`src/common/quad_pot_pkg.sv`:
```
// Purpose: Shared constants for the quad wiper channel decode and control block
// Assumes: 16-bit serial command words, command in the top nibble, address next
// Notes: Code width is the 256-position width; the 128-position variant masks bit 7
package quad_pot_pkg;
	// ---------------------------------------------------------------
	// Sizes
	// ---------------------------------------------------------------
	localparam int NUM_CH = 4;
	localparam int CODE_W = 8;
	localparam int WORD_W = 16;
	localparam int CNT_W = 4;
	localparam logic [CNT_W-1:0] LAST_BIT = 4'hF;

	// ---------------------------------------------------------------
	// Command word fields
	// ---------------------------------------------------------------
	localparam int CMD_MSB = 15;
	localparam int CMD_LSB = 12;
	localparam int ADDR_MSB = 11;
	localparam int ADDR_LSB = 8;
	localparam int DATA_MSB = 7;
	localparam int BCAST_POS = 3;
	localparam int UPPER_POS = 2;

	// Command codes
	localparam logic [3:0] CMD_WRITE_WIPER = 4'h1;
	localparam logic [3:0] CMD_WRITE_INPUT = 4'h2;
	localparam logic [3:0] CMD_COPY_INPUT = 4'h6;
	localparam logic [3:0] CMD_COPY_NVM = 4'h7;
	localparam logic [3:0] CMD_WRITE_NVM = 4'h8;
	localparam logic [3:0] CMD_SOFT_RESET = 4'hB;
	localparam logic [3:0] CMD_WRITE_CTRL = 4'hD;

	// ---------------------------------------------------------------
	// Control register fields and reset value
	// ---------------------------------------------------------------
	localparam int WWE_POS = 0;
	localparam int PGM_POS = 1;
	localparam int LIN_POS = 2;
	localparam int BURST_POS = 3;
	localparam logic [3:0] CTRL_RESET = 4'h3;

	// Code ranges and stored memory reset value
	localparam logic [CODE_W-1:0] CODE_MAX_128 = 8'h7F;
	localparam logic [CODE_W-1:0] CODE_MAX_256 = 8'hFF;
	localparam logic [CODE_W-1:0] NVM_RESET = 8'h80;

	typedef enum logic [0:0] {ST_PRESET, ST_RUN} state_type;
endpackage : quad_pot_pkg

```
`src/verilog/sync_two_ff.sv`:
```
// Purpose: Two flip-flop synchroniser for pins from outside the clock domain
// Assumes: Inputs are slow against clk_sys
// Notes: First stage is read only by the second stage
`timescale 1ns/100ps
module sync_two_ff #(
	parameter int WIDTH = 1
) (
	input wire logic clk_sys,
	input wire logic rst,
	input wire logic [WIDTH-1:0] asyncIn,
	output logic [WIDTH-1:0] syncOut
);
	logic [WIDTH-1:0] meta_ff;
	logic [WIDTH-1:0] nxt_meta;
	logic [WIDTH-1:0] stable_ff;
	logic [WIDTH-1:0] nxt_stable;

	// Next values of both stages
	always_comb
	begin
		nxt_meta = asyncIn;
		nxt_stable = meta_ff;
	end

	// Stage registers
	always_ff @(posedge clk_sys)
	begin
		if (rst)
		begin
			meta_ff <= '0;
			stable_ff <= '0;
		end
		else
		begin
			meta_ff <= nxt_meta;
			stable_ff <= nxt_stable;
		end
	end

	assign syncOut = stable_ff;
endmodule : sync_two_ff

```
`src/verilog/quad_pot_channel_decode_ctrl.sv`:
```
// Purpose: Serial command decode, channel addressing and control register
// Assumes: Link clock, data and frame pins are asynchronous to clk_sys
// Notes: Data shifts in MSB first on link clock rising edges while frame is high
`timescale 1ns/100ps
// Summary of operation
// - Top address bit set writes input and wiper registers of every channel.
// - Top two address bits clear; low two bits pick channel one to four.
// - Upper section address only valid in linear gain mode, never for memory.
// - Control bit zero low freezes lower wipers at stored value; high allows writes.
// - Control bit one low blocks stored memory programming; high permits it.
// - Control bit two selects potentiometer mode or linear gain mode.
// - Control bit three enables burst; frame ends do not cancel it.
// - Wiper codes span 0x00-0x7F or 0x00-0xFF by variant.
// - Potentiometer mode upper setting is the complement of the wiper code.
// - Linear gain mode upper setting follows its own wiper register.
// - Power-on preset loads each stored memory value into its wiper.
module quad_pot_channel_decode_ctrl
	import quad_pot_pkg::*;
#(
	parameter bit POS128 = 1'b0
) (
	input wire logic clk_sys,
	input wire logic rst,
	input wire logic linkClk,
	input wire logic linkData,
	input wire logic linkFrame,
	output logic [quad_pot_pkg::NUM_CH*quad_pot_pkg::CODE_W-1:0] lowerCode,
	output logic [quad_pot_pkg::NUM_CH*quad_pot_pkg::CODE_W-1:0] upperCode,
	output logic [3:0] controlConfig,
	output logic presetBusy
);
	import quad_pot_pkg::*;

	// ---------------------------------------------------------------
	// Pin synchronisation
	// ---------------------------------------------------------------
	logic [2:0] pinSync;
	logic lnkClkS;
	logic lnkDatS;
	logic lnkFrmS;

	sync_two_ff #(.WIDTH(3)) pinSyncInst (
		.clk_sys(clk_sys),
		.rst(rst),
		.asyncIn({linkFrame, linkData, linkClk}),
		.syncOut(pinSync)
	);
	assign lnkClkS = pinSync[0];
	assign lnkDatS = pinSync[1];
	assign lnkFrmS = pinSync[2];

	// ---------------------------------------------------------------
	// State
	// ---------------------------------------------------------------
	state_type state_ff, nxt_state;
	logic clkPrev_ff, nxt_clkPrev;
	logic [WORD_W-2:0] shift_ff, nxt_shift;
	logic [CNT_W-1:0] bitCnt_ff, nxt_bitCnt;
	logic firstDone_ff, nxt_firstDone;
	logic [3:0] ctrl_ff, nxt_ctrl;
	logic [CODE_W-1:0] inLow_ff [NUM_CH], nxt_inLow [NUM_CH];
	logic [CODE_W-1:0] inUp_ff [NUM_CH], nxt_inUp [NUM_CH];
	logic [CODE_W-1:0] wipLow_ff [NUM_CH], nxt_wipLow [NUM_CH];
	logic [CODE_W-1:0] wipUp_ff [NUM_CH], nxt_wipUp [NUM_CH];
	logic [CODE_W-1:0] nvm_ff [NUM_CH], nxt_nvm [NUM_CH];
	logic [NUM_CH*CODE_W-1:0] lowOut_ff, nxt_lowOut;
	logic [NUM_CH*CODE_W-1:0] upOut_ff, nxt_upOut;
	logic busy_ff, nxt_busy;

	// Decoded word
	logic [WORD_W-1:0] word;
	logic wordDone;
	logic exec;
	logic [3:0] cmd;
	logic [3:0] addr;
	logic [CODE_W-1:0] codeMask;
	logic [CODE_W-1:0] data;
	logic bcast;
	logic upper;
	logic linGain;
	logic wwe;
	logic pgm;
	logic nvmOk;

	assign codeMask = POS128 ? CODE_MAX_128 : CODE_MAX_256;
	assign word = {shift_ff, lnkDatS};
	assign wordDone = lnkClkS & ~clkPrev_ff & lnkFrmS & (bitCnt_ff == LAST_BIT);
	assign exec = wordDone & (ctrl_ff[BURST_POS] | ~firstDone_ff) & (state_ff == ST_RUN);
	assign cmd = word[CMD_MSB:CMD_LSB];
	assign addr = word[ADDR_MSB:ADDR_LSB];
	assign data = word[DATA_MSB:0] & codeMask;
	assign bcast = addr[BCAST_POS];
	assign upper = addr[UPPER_POS];
	assign linGain = ctrl_ff[LIN_POS];
	assign wwe = ctrl_ff[WWE_POS];
	assign pgm = ctrl_ff[PGM_POS];
	assign nvmOk = ~bcast & ~upper;

	// ---------------------------------------------------------------
	// Shifter, command execution, preset and output staging
	// ---------------------------------------------------------------
	always_comb
	begin
		logic hit;
		logic selLow;
		logic selUp;
		hit = 1'b0;
		selLow = 1'b0;
		selUp = 1'b0;
		nxt_state = state_ff;
		nxt_clkPrev = lnkClkS;
		nxt_shift = shift_ff;
		nxt_bitCnt = bitCnt_ff;
		nxt_firstDone = firstDone_ff;
		nxt_ctrl = ctrl_ff;
		nxt_inLow = inLow_ff;
		nxt_inUp = inUp_ff;
		nxt_wipLow = wipLow_ff;
		nxt_wipUp = wipUp_ff;
		nxt_nvm = nvm_ff;
		if (!lnkFrmS)
		begin
			nxt_bitCnt = '0;
			nxt_firstDone = 1'b0;
		end
		else if (lnkClkS && !clkPrev_ff)
		begin
			nxt_shift = word[WORD_W-2:0];
			nxt_bitCnt = bitCnt_ff + 4'h1;
			if (wordDone)
				nxt_firstDone = 1'b1;
		end
		if (exec)
		begin
			for (int i = 0; i < NUM_CH; i++)
			begin
				hit = bcast | (addr[1:0] == i[1:0]);
				selLow = hit & (bcast | ~upper);
				selUp = hit & linGain & (bcast | upper);
				case (cmd)
					CMD_WRITE_WIPER:
					begin
						if (selLow && wwe)
							nxt_wipLow[i] = data;
						if (selUp && wwe)
							nxt_wipUp[i] = data;
					end
					CMD_WRITE_INPUT:
					begin
						if (selLow)
							nxt_inLow[i] = data;
						if (selUp)
							nxt_inUp[i] = data;
					end
					CMD_COPY_INPUT:
					begin
						if (selLow && wwe)
							nxt_wipLow[i] = inLow_ff[i];
						if (selUp && wwe)
							nxt_wipUp[i] = inUp_ff[i];
					end
					CMD_COPY_NVM:
					begin
						if (hit && nvmOk && data[0] && pgm)
							nxt_nvm[i] = wipLow_ff[i];
						if (hit && nvmOk && !data[0] && wwe)
							nxt_wipLow[i] = nvm_ff[i];
					end
					CMD_WRITE_NVM:
					begin
						if (hit && nvmOk && pgm)
							nxt_nvm[i] = data;
					end
					default:
					begin
					end
				endcase
			end
			if (cmd == CMD_WRITE_CTRL)
				nxt_ctrl = word[3:0];
			if (cmd == CMD_SOFT_RESET)
			begin
				nxt_ctrl = CTRL_RESET;
				nxt_state = ST_PRESET;
			end
		end
		case (state_ff)
			ST_PRESET:
			begin
				nxt_wipLow = nvm_ff;
				nxt_state = ST_RUN;
			end
			ST_RUN:
			begin
				if (!wwe)
					nxt_wipLow = nvm_ff;
			end
			default:
				nxt_state = ST_PRESET;
		endcase
		nxt_busy = (nxt_state == ST_PRESET);
		for (int i = 0; i < NUM_CH; i++)
		begin
			nxt_lowOut[i*CODE_W +: CODE_W] = wipLow_ff[i];
			if (linGain)
				nxt_upOut[i*CODE_W +: CODE_W] = wipUp_ff[i];
			else
				nxt_upOut[i*CODE_W +: CODE_W] = ~wipLow_ff[i] & codeMask;
		end
	end

	// Registers
	always_ff @(posedge clk_sys)
	begin
		if (rst)
		begin
			state_ff <= ST_PRESET;
			clkPrev_ff <= 1'b0;
			shift_ff <= '0;
			bitCnt_ff <= '0;
			firstDone_ff <= 1'b0;
			ctrl_ff <= CTRL_RESET;
			for (int i = 0; i < NUM_CH; i++)
			begin
				inLow_ff[i] <= '0;
				inUp_ff[i] <= '0;
				wipLow_ff[i] <= '0;
				wipUp_ff[i] <= '0;
				nvm_ff[i] <= NVM_RESET & codeMask;
			end
			lowOut_ff <= '0;
			upOut_ff <= '0;
			busy_ff <= 1'b1;
		end
		else
		begin
			state_ff <= nxt_state;
			clkPrev_ff <= nxt_clkPrev;
			shift_ff <= nxt_shift;
			bitCnt_ff <= nxt_bitCnt;
			firstDone_ff <= nxt_firstDone;
			ctrl_ff <= nxt_ctrl;
			inLow_ff <= nxt_inLow;
			inUp_ff <= nxt_inUp;
			wipLow_ff <= nxt_wipLow;
			wipUp_ff <= nxt_wipUp;
			nvm_ff <= nxt_nvm;
			lowOut_ff <= nxt_lowOut;
			upOut_ff <= nxt_upOut;
			busy_ff <= nxt_busy;
		end
	end

	assign lowerCode = lowOut_ff;
	assign upperCode = upOut_ff;
	assign controlConfig = ctrl_ff;
	assign presetBusy = busy_ff;
endmodule : quad_pot_channel_decode_ctrl

```
`config.mk`:
```
export PLATFORM = sky130hd
export DESIGN_NAME = quad_pot_channel_decode_ctrl
export DESIGN_NICKNAME = d
export VERILOG_FILES = /design/src/common/quad_pot_pkg.sv /design/src/verilog/sync_two_ff.sv /design/src/verilog/quad_pot_channel_decode_ctrl.sv
export SDC_FILE = /design/constraint.sdc
export NUM_CORES = 1
export LEC_CHECK = 0
export BUFFER_PORTS_ARGS = -buffer_cell sky130_fd_sc_hd__buf_4
export CORE_MARGIN = 2
export CORE_UTILIZATION = 60
export CTS_CLUSTER_SIZE = 24
export DETAILED_ROUTE_END_ITERATION = 6
export PLACE_DENSITY = 0.79
export SLEW_MARGIN = 20
export SYNTH_ARGS = -nofsm -noshare
export SYNTH_HDL_FRONTEND = slang
export SYNTH_SLANG_ARGS = --single-unit
export TNS_END_PERCENT = 100
```
`constraint.sdc`:
```
create_clock -name clk_sys -period 2.6 [get_ports clk_sys]
set_input_delay 0.13 -clock clk_sys [delete_from_list [all_inputs] [get_ports clk_sys]]
set_output_delay 0.13 -clock clk_sys [all_outputs]
set_load 0.03 [all_outputs]
```
==> impl_metrics.env <==
export IMPL_cp_num_buf_inv=1
export IMPL_synthTopCellsByArea="dfxtp_1, nor2_1, mux2i_1"
export IMPL_slew_violations=0
export IMPL_total_power_uw=7950
export IMPL_async_flop_share=0
export IMPL_tritoncts="yes"
export IMPL_synth_top_family_by_area="simple AND/OR/NAND/NOR gates"
export IMPL_dr_pass1_iters=5
export IMPL_layout_drive_gt1_share=0.181
export IMPL_synth_distinct_cells=53
export IMPL_worstReg2RegStart="bitCnt_ff[0]"
export IMPL_cp_cell_sequence="ha_1 > and3b_1 > nand4_4 > buf_4 > nor3_4 > mux2i_1 > nor2_1"
export IMPL_fmax_mhz=438
export IMPL_synth_xor_area_share=0.00258
export IMPL_setup_violations=0
export IMPL_routed_via_density=6.01
export IMPL_finalCriticalPeriod_ns=2.28
export IMPL_grt_overflow=0
export IMPL_ant_nets=0
export IMPL_core_mm2=0.0166
export IMPL_instances_no_fill=1375
export IMPL_synth_top_cell_by_area="dfxtp_1"
export IMPL_grt_max_degree=68
export IMPL_slew_headroom=0.560
export IMPL_synth_enable_flop_cells=0
export IMPL_hpwlAfterDp_um=18300
export IMPL_std_cell_rows=47
export IMPL_synth_common_cells="dfxtp_1, nor2_1, nand2_1"
export IMPL_clock_latency_ns=0.53
export IMPL_cellPowerDensity_mw_per_mm2=672
export IMPL_clkTransAtPathRegs_ns=0.06
export IMPL_path_delay_family="simple AND/OR/NAND/NOR gates"
export IMPL_ff_latch_area_mm2=0.00515
export IMPL_path_class="flip-flop to flip-flop"
export IMPL_yosysMostFrequentCell="dfxtp_1"
export IMPL_yosys_area_share_simple=0.218
export IMPL_cts_made_buffers=25
export IMPL_start_util=0.615
export IMPL_syn_to_final_growth_pct=16.0
export IMPL_synth_area_mux_share=0.108
export IMPL_skew_ns=0.0231
export IMPL_cap_violations=0
export IMPL_antenna_found_initial=0
export IMPL_cts_sinks=257
export IMPL_cts_htree_levels=1
export IMPL_port_buffers=73
export IMPL_grt_first_pass_wirelength_um=43000
export IMPL_synth_ff_type="dfxtp_1"
export IMPL_multi_input_area_mm2=0.00470
export IMPL_cp_slowest_cell="nor3_4"
export IMPL_min_path_cells=2
export IMPL_num_io_pins=74
export IMPL_fin_area_mm2=0.0118
export IMPL_drcViolationCount=0
export IMPL_tns_ns=0
export IMPL_synthDominantCellAreaShare=0.504
export IMPL_fin_crit_sh=0.877
export IMPL_status="complete, no violations"
export IMPL_setup_ws_ns=0.319
export IMPL_nets=1145
export IMPL_wl_per_cell_um=20.0
export IMPL_vias=8262
export IMPL_rsz0062_at_grt="no"
export IMPL_end_kind="flip-flop"
export IMPL_first_iter_violations=908
export IMPL_p_leak_uw=0.00440
export IMPL_antenna_cells=0
export IMPL_r2r_cells=7
export IMPL_vdd_drop_max_mv=0.504
export IMPL_cp_max_fo=15
export IMPL_reg2reg_to="inLow_ff[12]"
export IMPL_cpPeakStageDelay_ns=0.56
export IMPL_worstPathRequired_ns=2.99
export IMPL_startpoint_type="flip-flop"
export IMPL_ys_seq_area_frac=0.504
export IMPL_hold_violations=0
export IMPL_dp_cells=1329
export IMPL_hp_class="primary input to flip-flop"
export IMPL_worstPathArrival_ns=2.67
export IMPL_grt_total_usage=0.307
export IMPL_placedInstanceArea_mm2=0.0110
export IMPL_clock_path_buffers=3
export IMPL_grt_pass1_vias=7800
export IMPL_rrSetupSlack_ns=0.32
export IMPL_worst_pin_slew_ns=0.661
export IMPL_ctsRootBufferMaster="clkbuf_16"
export IMPL_yosys_warnings=0
export IMPL_synth_area_mm2=0.0102
export IMPL_syn_nets=1079
export IMPL_die_x_um=134
export IMPL_synth_fa_ha_area_frac=0.00123
export IMPL_dieHeight_um=134
export IMPL_hold_end="inLow_ff[13]"
export IMPL_dp_slack_ns=0.340
export IMPL_num_fill_cells=1259
export IMPL_syn_area_per_cell_um2=9.51
export IMPL_min_from="rst"
export IMPL_synthCells=1073
export IMPL_gp_congestion=0.933
export IMPL_ys_seq_elements=257
export IMPL_routed_wl_um=27600
export IMPL_die_area_mm2=0.0181
export IMPL_synth_compound_area_frac=0.130
## where the power goes
group          switching (uW)  total (uW)  internal (uW)
Sequential               49.2        4070           4020
Clock                    1460        3410           1950
Combinational             297         475            179
## worst max-delay path by stage
stage	from	end	slack (ns)	cells after the start
4_1_cts	bitCnt_ff[0]	inLow_ff[12]	0.31	7
2_1_floorplan	controlConfig[3]	nxt_lowOut[10]	0.41	5
5_1_grt	bitCnt_ff[0]	nvm_ff[9]	0.18	8
3_5_place_dp	bitCnt_ff[0]	nxt_lowOut[5]	0.34	6
6_report	bitCnt_ff[0]	inLow_ff[12]	0.32	7
3_3_place_gp	bitCnt_ff[0]	nxt_lowOut[10]	0.40	6
## metrics by stage
stage,util,hold WS [ns]
floorplan,-,0.258
global placement,0.666,0.341
detailed placement,0.666,0.347
CTS,0.714,0.00542
global route,0.714,0.0247
finish,0.714,0.0233
## what timing repair did
item / 4_1_cts / 5_1_grt
setup buffers: 0 / 0
gates resized for setup: 0 / 0
hold buffers: 3 / 0
hold endpoints to repair: 3 / 0
## routing by layer
metal	share of wire	GRT usage	up-vias
met5	0	0	-
met4	0.052	0.147	0
met3	0.084	0.0446	81
met2	0.46	0.492	392
met1	0.41	0.409	3926
li1	-	-	3863
## sequential cells by signal, summed over array words and instances, names as in the netlist
signal and flops:
bitCnt_ff 4, clkPrev_ff 1, controlConfig 4, firstDone_ff 1, inLow_ff 32, inUp_ff 32, lowerCode 32, nvm_ff 32
nxt_lowOut 32, pinSyncInst.meta_ff 3, pinSyncInst.syncOut 3, presetBusy 1, shift_ff 15, state_ff 1, upperCode 32, wipUp_ff 32
## cells by family (layout without fill, tap and decap cells)
family	after synthesis	after routing
AOI/OAI and AO/OA	169	169
xor gates and xnor gates	3	3
adders and majority gates	1	1
buffers and inverters	83	165
DFF	257	257
muxes	97	97
and+or+nand+nor	463	463
## cells in the final DEF, fill, tap and decap left out, types with 11 or more instances in the layout
cell type  count
o221ai_1      28
a21oi_1       52
a311oi_1      58
nand2_1      119
mux2_4        24
mux2i_1       65
nor2_1       236
clkbuf_16     25
dfxtp_1      256
buf_4        111
nor2b_1       42
nor3_1        11
## area by class of cell
cell class	instances	share of cell area
Inverter	4	0.00127
Clock buffer	37	0.0592
Multi-Input combinational cell	733	0.397
Sequential cell	257	0.435
Clock inverter	6	0.00497
Timing Repair Buffer	118	0.0790
Tap cell	220	0.0233
## worst reg2reg max path, delay by kind of cell, from the launching register on
kind	cells	cell delay (ns)
adder cells (fa/ha/maj)	1	0.15
AND/OR/NAND/NOR	4	1.10
multiplexers	1	0.28
buffers and inverters	1	0.27
flip-flops	1	0.36
(Power assumes the default switching activity.)
